**src/inc/ea_pkg.sv**
```systemverilog
package ea_pkg;
   // ---------------------------------------------------------------
   // addressing modes and operand sizes
   // ---------------------------------------------------------------
   typedef enum logic [3:0]
   {
      MODE_DIRECT,
      MODE_INDIRECT,
      MODE_POST_INC,
      MODE_PRE_DEC,
      MODE_DISP4,
      MODE_INDEXED,
      MODE_GLOBAL_DISP8,
      MODE_GLOBAL_INDEXED,
      MODE_PC_DISP8,
      MODE_IMM8
   } addr_mode_t;

   typedef enum logic [1:0]
   {
      SIZE_BYTE,
      SIZE_WORD,
      SIZE_LONG
   } op_size_t;

   // flag and branch operations
   typedef enum logic [2:0]
   {
      FLAG_KEEP,
      FLAG_SIGNED_GE,
      FLAG_EQUAL_REG,
      FLAG_EQUAL_IMM
   } flag_op_t;

   typedef enum logic [1:0]
   {
      BR_NONE,
      BR_IF_TRUE,
      BR_IF_FALSE
   } branch_op_t;

   localparam int DATA_W = 32;
   localparam logic FLAG_RESET = 1'b0;
   localparam logic [31:0] LONG_PC_MASK = 32'hFFFF_FFFC;
   localparam logic [31:0] STEP_BYTE = 32'h0000_0001;
   localparam logic [31:0] STEP_WORD = 32'h0000_0002;
   localparam logic [31:0] STEP_LONG = 32'h0000_0004;
endpackage : ea_pkg

```
**src/core/cpu_effective_address_unit.sv**
```systemverilog
// Functional notes
// - signed compare sets flag; branches follow flag
// - add keeps flag; equal-immediate compare sets it
// - byte immediates come from instruction field
// - wide immediates load via PC-relative literal
// - absolute address: load constant, then indirect
// - long displacement: load index, then indexed
// - direct mode yields register, no address
// - indirect address is register, unmodified
// - post-increment by 1/2/4 after access
// - pre-decrement by 1/2/4, used as address
// - 4-bit zero-extended displacement scaled by size
// - indexed address is register plus index zero
// - 8-bit global-base displacement scaled, added
// - PC literal: word pc+2d, long masked+4d
// - logic immediates zero-extend, arithmetic sign-extend
// - byte/word loads sign-extend to 32 bits
// - misaligned word/long access raises address error
module cpu_effective_address_unit
(
   input wire logic core_clk,
   input wire logic resetn,
   input wire logic op_valid,
   input wire ea_pkg::addr_mode_t mode,
   input wire ea_pkg::op_size_t op_size,
   input wire logic [31:0] selected_general_register,
   input wire logic [31:0] index_register_zero,
   input wire logic [31:0] global_base_register,
   input wire logic [31:0] pc_value,
   input wire logic [7:0] disp_field,
   input wire logic [7:0] imm_field,
   input wire logic imm_zero_ext,
   input wire ea_pkg::flag_op_t flag_op,
   input wire logic [31:0] compare_operand,
   input wire ea_pkg::branch_op_t branch_op,
   input wire logic load_valid,
   input wire ea_pkg::op_size_t load_size,
   input wire logic [31:0] load_raw,
   output logic mem_access,
   output logic [31:0] eff_addr,
   output logic [31:0] operand_value,
   output logic reg_wb_en,
   output logic [31:0] reg_wb_value,
   output logic address_error,
   output logic cond_flag,
   output logic branch_taken,
   output logic [31:0] load_result
);
   import ea_pkg::*;

   // ---------------------------------------------------------------
   // combinational address generation
   // ---------------------------------------------------------------
   logic [31:0] step;
   logic [31:0] disp4_scaled;
   logic [31:0] disp8_scaled;
   logic [31:0] imm_ext;
   logic [31:0] dec_value;
   logic [31:0] addr_c;
   logic [31:0] oper_c;
   logic mem_c;
   logic wb_c;
   logic [31:0] wb_val_c;
   logic misalign_c;

   // one size decode feeds every step and the 4/8-bit displacement scales; the PC literal scales on its own
   always_comb
   begin
      case (op_size)
         SIZE_BYTE: step = STEP_BYTE;
         SIZE_WORD: step = STEP_WORD;
         SIZE_LONG: step = STEP_LONG;
         default: step = STEP_BYTE;
      endcase
      disp4_scaled = 32'({28'h0, disp_field[3:0]} * step);
      disp8_scaled = 32'({24'h0, disp_field} * step);
      imm_ext = imm_zero_ext ? {24'h0, imm_field}
                             : {{24{imm_field[7]}}, imm_field};
      dec_value = selected_general_register - step;
   end

   // mode decode: address, operand and register writeback
   always_comb
   begin
      addr_c = 32'h0;
      oper_c = 32'h0;
      mem_c = 1'b1;
      wb_c = 1'b0;
      wb_val_c = 32'h0;
      case (mode)
         MODE_DIRECT:
         begin
            oper_c = selected_general_register;
            mem_c = 1'b0;
         end
         MODE_INDIRECT: addr_c = selected_general_register;
         MODE_POST_INC:
         begin
            addr_c = selected_general_register;
            wb_c = 1'b1;
            wb_val_c = selected_general_register + step;
         end
         MODE_PRE_DEC:
         begin
            addr_c = dec_value;
            wb_c = 1'b1;
            wb_val_c = dec_value;
         end
         MODE_DISP4: addr_c = selected_general_register + disp4_scaled;
         MODE_INDEXED: addr_c = selected_general_register + index_register_zero;
         MODE_GLOBAL_DISP8: addr_c = global_base_register + disp8_scaled;
         MODE_GLOBAL_INDEXED: addr_c = global_base_register + index_register_zero;
         MODE_PC_DISP8:
         begin
            // literal table fetch for wide immediates and address constants
            if (op_size == SIZE_LONG)
               addr_c = (pc_value & LONG_PC_MASK) + {22'h0, disp_field, 2'b00};
            else
               addr_c = pc_value + {23'h0, disp_field, 1'b0};
         end
         MODE_IMM8:
         begin
            oper_c = imm_ext;
            mem_c = 1'b0;
         end
         default: mem_c = 1'b0;
      endcase
      case (op_size)
         SIZE_WORD: misalign_c = mem_c & addr_c[0];
         SIZE_LONG: misalign_c = mem_c & (addr_c[1:0] != 2'b00);
         default: misalign_c = 1'b0;
      endcase
   end

   // ---------------------------------------------------------------
   // registered outputs
   // ---------------------------------------------------------------
   logic mem_reg, mem_next;
   logic [31:0] addr_reg, addr_next;
   logic [31:0] oper_reg, oper_next;
   logic wb_reg, wb_next;
   logic [31:0] wb_val_reg, wb_val_next;
   logic err_reg, err_next;
   logic flag_reg, flag_next;
   logic br_reg, br_next;
   logic [31:0] load_reg, load_next;

   // flag updates only on compares; a branch sees the flag as it stood
   always_comb
   begin
      mem_next = op_valid & mem_c;
      addr_next = op_valid ? addr_c : addr_reg;
      oper_next = op_valid ? oper_c : oper_reg;
      wb_next = op_valid & wb_c;
      wb_val_next = op_valid ? wb_val_c : wb_val_reg;
      err_next = op_valid & misalign_c;
      flag_next = flag_reg;
      br_next = 1'b0;
      if (op_valid)
      begin
         case (flag_op)
            FLAG_SIGNED_GE:
               flag_next = $signed(selected_general_register) >=
                           $signed(compare_operand);
            FLAG_EQUAL_REG: flag_next = selected_general_register == compare_operand;
            FLAG_EQUAL_IMM: flag_next = selected_general_register == imm_ext;
            default: flag_next = flag_reg;
         endcase
         case (branch_op)
            BR_IF_TRUE: br_next = flag_reg;
            BR_IF_FALSE: br_next = ~flag_reg;
            default: br_next = 1'b0;
         endcase
      end
      load_next = load_reg;
      if (load_valid)
      begin
         case (load_size)
            SIZE_BYTE: load_next = {{24{load_raw[7]}}, load_raw[7:0]};
            SIZE_WORD: load_next = {{16{load_raw[15]}}, load_raw[15:0]};
            default: load_next = load_raw;
         endcase
      end
   end

   always_ff @(posedge core_clk or negedge resetn)
   begin
      if (!resetn)
      begin
         mem_reg <= 1'b0;
         addr_reg <= 32'h0;
         oper_reg <= 32'h0;
         wb_reg <= 1'b0;
         wb_val_reg <= 32'h0;
         err_reg <= 1'b0;
         flag_reg <= FLAG_RESET;
         br_reg <= 1'b0;
         load_reg <= 32'h0;
      end
      else
      begin
         mem_reg <= mem_next;
         addr_reg <= addr_next;
         oper_reg <= oper_next;
         wb_reg <= wb_next;
         wb_val_reg <= wb_val_next;
         err_reg <= err_next;
         flag_reg <= flag_next;
         br_reg <= br_next;
         load_reg <= load_next;
      end
   end

   assign mem_access = mem_reg;
   assign eff_addr = addr_reg;
   assign operand_value = oper_reg;
   assign reg_wb_en = wb_reg;
   assign reg_wb_value = wb_val_reg;
   assign address_error = err_reg;
   assign cond_flag = flag_reg;
   assign branch_taken = br_reg;
   assign load_result = load_reg;

   // ---------------------------------------------------------------
   // checks
   // ---------------------------------------------------------------
   ge_flag_a: assert property (@(posedge core_clk) disable iff (!resetn)
      op_valid && flag_op == FLAG_SIGNED_GE |=> cond_flag ==
      ($signed($past(selected_general_register)) >= $signed($past(compare_operand))))
      else $error("signed compare flag wrong");
   keep_flag_a: assert property (@(posedge core_clk) disable iff (!resetn)
      !op_valid || flag_op == FLAG_KEEP |=> $stable(cond_flag))
      else $error("flag changed without compare");
   branch_follow_a: assert property (@(posedge core_clk) disable iff (!resetn)
      op_valid && branch_op == BR_IF_TRUE |=> branch_taken == $past(cond_flag))
      else $error("branch if true wrong");
   post_inc_a: assert property (@(posedge core_clk) disable iff (!resetn)
      op_valid && mode == MODE_POST_INC && op_size == SIZE_LONG |=>
      reg_wb_en && reg_wb_value == eff_addr + 32'h4)
      else $error("post increment step wrong");
   pre_dec_a: assert property (@(posedge core_clk) disable iff (!resetn)
      op_valid && mode == MODE_PRE_DEC |=> reg_wb_en && reg_wb_value == eff_addr &&
      eff_addr == $past(selected_general_register) - (32'h1 << $past(op_size)))
      else $error("pre decrement address wrong");
   indexed_sum_a: assert property (@(posedge core_clk) disable iff (!resetn)
      op_valid && mode == MODE_INDEXED |=>
      eff_addr == $past(selected_general_register) + $past(index_register_zero))
      else $error("indexed address wrong");
   direct_nomem_a: assert property (@(posedge core_clk) disable iff (!resetn)
      op_valid && mode == MODE_DIRECT |=> !mem_access && !address_error)
      else $error("direct mode made an access");
   align_err_a: assert property (@(posedge core_clk) disable iff (!resetn)
      mem_access && eff_addr[0] && $past(op_size) == SIZE_WORD |-> address_error)
      else $error("misaligned word not flagged");
   pc_long_a: assert property (@(posedge core_clk) disable iff (!resetn)
      op_valid && mode == MODE_PC_DISP8 && op_size == SIZE_LONG |=> eff_addr[1:0] == 2'b00)
      else $error("long literal address unaligned");
endmodule : cpu_effective_address_unit

```
**config.mk**
```make
export PLATFORM = sky130hd
export DESIGN_NAME = cpu_effective_address_unit
export DESIGN_NICKNAME = d
export VERILOG_FILES = /design/src/inc/ea_pkg.sv /design/src/core/cpu_effective_address_unit.sv
export SDC_FILE = /design/constraint.sdc
export NUM_CORES = 1
export LEC_CHECK = 0
export BUFFER_PORTS_ARGS = -buffer_cell sky130_fd_sc_hd__clkbuf_2
export CAP_MARGIN = 20
export CORE_ASPECT_RATIO = 1.5
export CORE_UTILIZATION = 56
export DETAILED_ROUTE_END_ITERATION = 6
export PLACE_DENSITY = 0.83
export SKIP_CTS_REPAIR_TIMING = 1
export SYNTH_ARGS = -nofsm -noshare
export SYNTH_HDL_FRONTEND = slang
export SYNTH_SLANG_ARGS = --single-unit
```
**constraint.sdc**
```tcl
create_clock -name core_clk -period 1.9 [get_ports core_clk]
set_clock_uncertainty 0.2 [all_clocks]
set_input_delay 0.19 -clock core_clk [delete_from_list [all_inputs] [get_ports core_clk]]
set_output_delay 0.19 -clock core_clk [all_outputs]
set_load 0.05 [all_outputs]
```
==> qor.txt, run 1 <==
status -> aborted with a tool error
Fail Step -> global routing (5_1_grt)
stop err -> [ERROR GRT-0232] Routing congestion too high. Check the congestion heatmap in the GUI.
htree depth -> 4
synthesis-stage register bit count -> 133
Cell variety after synth -> 83
largest net degree at the start of global routing -> 82
num rows -> 71
post-synthesis cell area -> 14400 um^2
Net Count, Synth -> 2218
FFs w/ async S/R, synth -> 100%
I/O pins -> 359
worst endpoint left by the global-route repair_timing run -> eff_addr[19]$_DFFE_PN0P_/D
maximum root-to-sink buffer count -> 2
initial core utilization -> 57.2%
Worst EP Category -> sequential cell input
GRT Util Overall -> 90.3%
Root Buffer Master -> clkbuf_16
chip height -> 198 um
Port Buf Inserts -> 358
Cell Count Post-Placement -> 2910
Syn Area/Cell -> 7.76 um^2
Ys Warns -> 0
sequential fraction of the synthesis area -> 23.1%
clk sinks -> 133
Most used DFF post-synth -> dfrtp_1
CTS buffer count -> 17
EDFF count, synth -> 0
grt total ovfl -> 718
DPL Wire Length -> 53300 um
Post-DP Area -> 20500 um^2
Die Wd -> 133 um
Routability Congestion -> 1.05
Mapped Cells -> 1854
cells by family after synthesis:
kind of cell    after synthesis  synth area share [%]
flops                       133                  23.1
mux                          48                  3.67
compound gates              525                  23.9
fa+ha+maj                   138                  13.3
simple gates                655                  21.5
xor+xnor                    139                  8.52
buf+inv                     216                  5.96
per-layer routing:
| metal | GRT overflow | track usage (%) |
|---|---|---|
| met3 | 21 | 75.6 |
| met4 | 209 | 101 |
| met1 | 23 | 84.9 |
| met2 | 460 | 107 |
| met5 | 5 | 50.2 |
cells in the mapped netlist, drive strengths merged, types with 31 or more instances:
cell type / number / area (um^2)
dfrtp: 133 / 3330
xor2: 59 / 517
ha: 113 / 1410
a21oi: 160 / 801
and2: 31 / 194
nand3: 47 / 235
clkbuf: 84 / 315
nand2: 197 / 742
xnor2: 80 / 708
mux2: 38 / 428
nor2: 195 / 732
nand4: 41 / 263
inv: 103 / 387
o21ai: 100 / 500
nor3: 45 / 236
metrics by stage:
| step | worst slack [ns] | setup TNS [ns] | utilization (%) | hold WS (ns) |
|---|---|---|---|---|
| after floorplan | -1.83 | -61.79 | - | -0.306 |
| after global placement | -2.20 | -96.84 | 81.4 | -0.107 |
| after detailed placement | -2.34 | -102.25 | 81.4 | -0.108 |
| after CTS | -1.87 | -73.80 | 83.7 | -0.576 |
==> run 2, diff against run 1 <==
--- a/config.mk
+++ b/config.mk
@@ -7,10 +7,9 @@
 export LEC_CHECK = 0
 export BUFFER_PORTS_ARGS = -buffer_cell sky130_fd_sc_hd__clkbuf_2
 export CAP_MARGIN = 20
-export CORE_ASPECT_RATIO = 1.5
-export CORE_UTILIZATION = 56
+export CORE_UTILIZATION = 40
 export DETAILED_ROUTE_END_ITERATION = 6
-export PLACE_DENSITY = 0.83
+export PLACE_DENSITY_LB_ADDON = 0.15
 export SKIP_CTS_REPAIR_TIMING = 1
 export SYNTH_ARGS = -nofsm -noshare
 export SYNTH_HDL_FRONTEND = slang
==> qor.txt, run 2 <==
post-route cell area -> 23100 um^2
GRT Util Overall -> 35.1%
Syn Area/Cell -> 7.76 um^2 (unchanged)
CTS buffer count -> 17 (unchanged)
Worst path slowest cell -> fa_2
Hold Path Origin -> pc_value[18]
vias in the first global route -> 16800
maximum root-to-sink buffer count -> 2 (unchanged)
global-route wire length before repair -> 97300 um
# setup viols final -> 63
most numerous cell in the Yosys netlist -> nand2_1
TritonCTS clock tree -> done
leakage -> 11.0 nW
Die Wd -> 192 um (+44%)
sequential power share -> 24.5%
Comb pwr share -> 48.5%
sequential fraction of the synthesis area -> 23.1% (unchanged)
hold path depth -> 5
htree depth -> 4 (unchanged)
Multi-input gate area -> 11600 um^2
Worst R2R End -> eff_addr[27]
Net Count, Synth -> 2218 (unchanged)
fmax -> 0.273 GHz
grt total ovfl -> 0
pre-CTS WS -> -2.32 ns (+0.0217 ns)
clock-pin slew on the worst setup and hold paths -> 0.07 ns
Cell variety after synth -> 83 (unchanged)
Critical Path, Cell by Cell -> buf_8, inv_6, ha_4, nand2_4, fa_2, inv_2, fa_2, fa_2, a211oi_4, o21ai_2, a41oi_4, nand2_2, nand2_2, mux2i_1, o221ai_1, a22oi_1, o31ai_1
CP bufs+invs -> 3
critical path peak fanout -> 7
failing checks -> setup timing
Post-DP Area -> 20800 um^2 (+1.5%)
Routability Congestion -> 0.975 (-7.0%)
worst r2r path cells -> 4
WHS Endpoint -> eff_addr[18]
Setup crit end kind -> register
Pre-antenna DRT Iters -> 7
Worst Tran Pin Value -> 0.780 ns
initial core utilization -> 40.5% (-17 points)
share of cells above drive strength 1 -> 43.9%
post-synth top area share -> 23.1% (unchanged)
largest stage delay on the critical path -> 0.60 ns
diodes inserted -> 0
Ys Warns -> 0 (unchanged)
I/O pins -> 359 (unchanged)
commonest non-fill, non-tap cell in the layout -> buf_4
worst skew pair latency -> 0.44 ns
Clock Power Share -> 26.9%
sequential cell area -> 3330 um^2
Synth area leaders -> dfrtp_1, ha_1, a21oi_1, nand2_1, nor2_1
Via Count -> 17900
Pins Over Slew Limit -> 0
status -> complete, but fails checks
chip height -> 192 um (-3.4%)
Post-synth top cells -> nand2_1, nor2_1, a21oi_1, dfrtp_1, ha_1
clk sinks -> 133 (unchanged)
EDFF count, synth -> 0 (unchanged)
CP delay by family, top -> adder cells
DRT iter0 DRCs -> 1220
Setup crit start kind -> input pin
Max VDD drop -> 754 uV
Cell Count Post-Placement -> 3066 (+5.4%)
largest net degree at the start of global routing -> 84
num rows -> 69 (-2.8%)
post-synthesis cell area -> 14400 um^2 (unchanged)
Yosys top cell by area -> dfrtp_1
Post-Route Utilization -> 65.0%
Final period util -> 193%
Routed WL per cell -> 21.1 um
post-route setup slack -> -1.77 ns
DR vias/cell -> 5.64
pwr/cell area -> 578 nW/um^2
synthesis-stage register bit count -> 133 (unchanged)
DPL Wire Length -> 53800 um (+0.92%)
DRC errors left -> 0
R2R Path Start -> eff_addr[27]
Sw Ratio -> 41.1%
Final min period -> 3.67 ns
Worst EP arrival -> 3.80 ns
commonest cells after routing, fill and taps aside -> buf_4, clkbuf_2, nand2_1
initial antenna violation count -> 0
Crit Path Class -> input pin to register
FFs w/ async S/R, synth -> 100% (unchanged)
Worst slew margin -> 48.0%
MaxCap Viol Count -> 0
Core Region -> 35500 um^2
hold crit path type -> input pin to register
fillcell total -> 3119
final-report hold violation count -> 0
Post-Route WL -> 67000 um
Nets -> 3061
Mapped Cells -> 1854 (unchanged)
Layout area overhead -> 60.4%
Non-Filler Instances -> 3171
Post-DRT Antenna Nets -> 0
DIE AREA -> 36700 um^2
WP data required -> 2.03 ns
Port Buf Inserts -> 358 (unchanged)
crit-path most repeated cell -> fa_2
Root Buffer Master -> clkbuf_16
Sw Pwr -> 5.47 mW
Pint -> 7.85 mW
RSZ-0062 raised after global routing -> yes
Design Power -> 13.3 mW
Reg2Reg Setup Slack -> 0.12 ns
Most used DFF post-synth -> dfrtp_1
## run 2: cell counts after synthesis
No cell type changed its count.
## run 2: through the flow
step / setup TNS [ns] / hold slack [ns]
2_1_floorplan: -61.79 / -0.306
3_3_place_gp: -99.98 / -0.0613
3_5_place_dp: -102.87 / -0.0580
4_1_cts: -73.32 / -0.525
5_1_grt: -71.66 / 0.0113
6_report: -65.29 / 0.00283
## run 2: kinds of logic (layout without fill, tap and decap cells)
| logic type | count (synthesis) | in the layout | synth area share [%] |
|---|---|---|---|
| fa+ha+maj | 138 | 138 | 13.3 |
| simple gates | 655 | 655 | 21.5 |
| buf+inv | 216 | 1072 | 5.96 |
| compound gates | 525 | 525 | 23.9 |
| xor+xnor | 139 | 139 | 8.52 |
| mux | 48 | 48 | 3.67 |
| flops | 133 | 133 | 23.1 |
## run 2: worst max path at each step
stage          startpoint           end  slack (ns)  depth (start not counted)
2_1_floorplan  op_size[1]  eff_addr[19]       -1.83                         15
3_3_place_gp   op_size[0]  eff_addr[19]       -2.24                         17
3_5_place_dp   op_size[0]  eff_addr[19]       -2.32                         17
4_1_cts        op_size[0]  eff_addr[19]       -1.86                         17
5_1_grt        op_size[0]  eff_addr[25]       -1.90                         17
6_report       op_size[0]  eff_addr[25]       -1.77                         17
## run 2: routing by layer
metal | vias up | GRT usage (%) | wire length (um)
met3 | 112 | 6.10 | 5260
met1 | 8555 | 48.6 | 30000
met4 | 0 | 10.3 | 1840
met5 | - | 0 | 0
met2 | 805 | 55.5 | 29900
li1 | 8404 | - | -
## run 2: cell type report
cell class                      count  area share [%]
Clock buffer                       19            1.88
Clock inverter                     13           0.749
Inverter                          103            1.75
Multi-Input combinational cell   1505            50.3
Sequential cell                   133            14.4
Tap cell                          461            2.50
Timing Repair Buffer              937            28.4
## run 2: power groups by stage
stage | sequential (mW) | clock (mW) | combinational (mW)
final | 3.27 | 3.59 | 6.47
after global routing | 3.29 | 3.73 | 6.91
after CTS | 3.26 | 3.60 | 5.84
after detailed placement | 3.31 | 0 | 5.82
after global placement | 3.30 | 0 | 5.75
after floorplan | 4.13 | 0 | 2.52
## run 2: worst register-to-register path: cells and delay by family (launching register included)
kind / cells / cell delay (ns)
AOI/OAI and AO/OA: 3 / 0.92
DFF: 1 / 0.40
and+or+nand+nor: 1 / 0.15
Power figures use the tool's default switching activity.
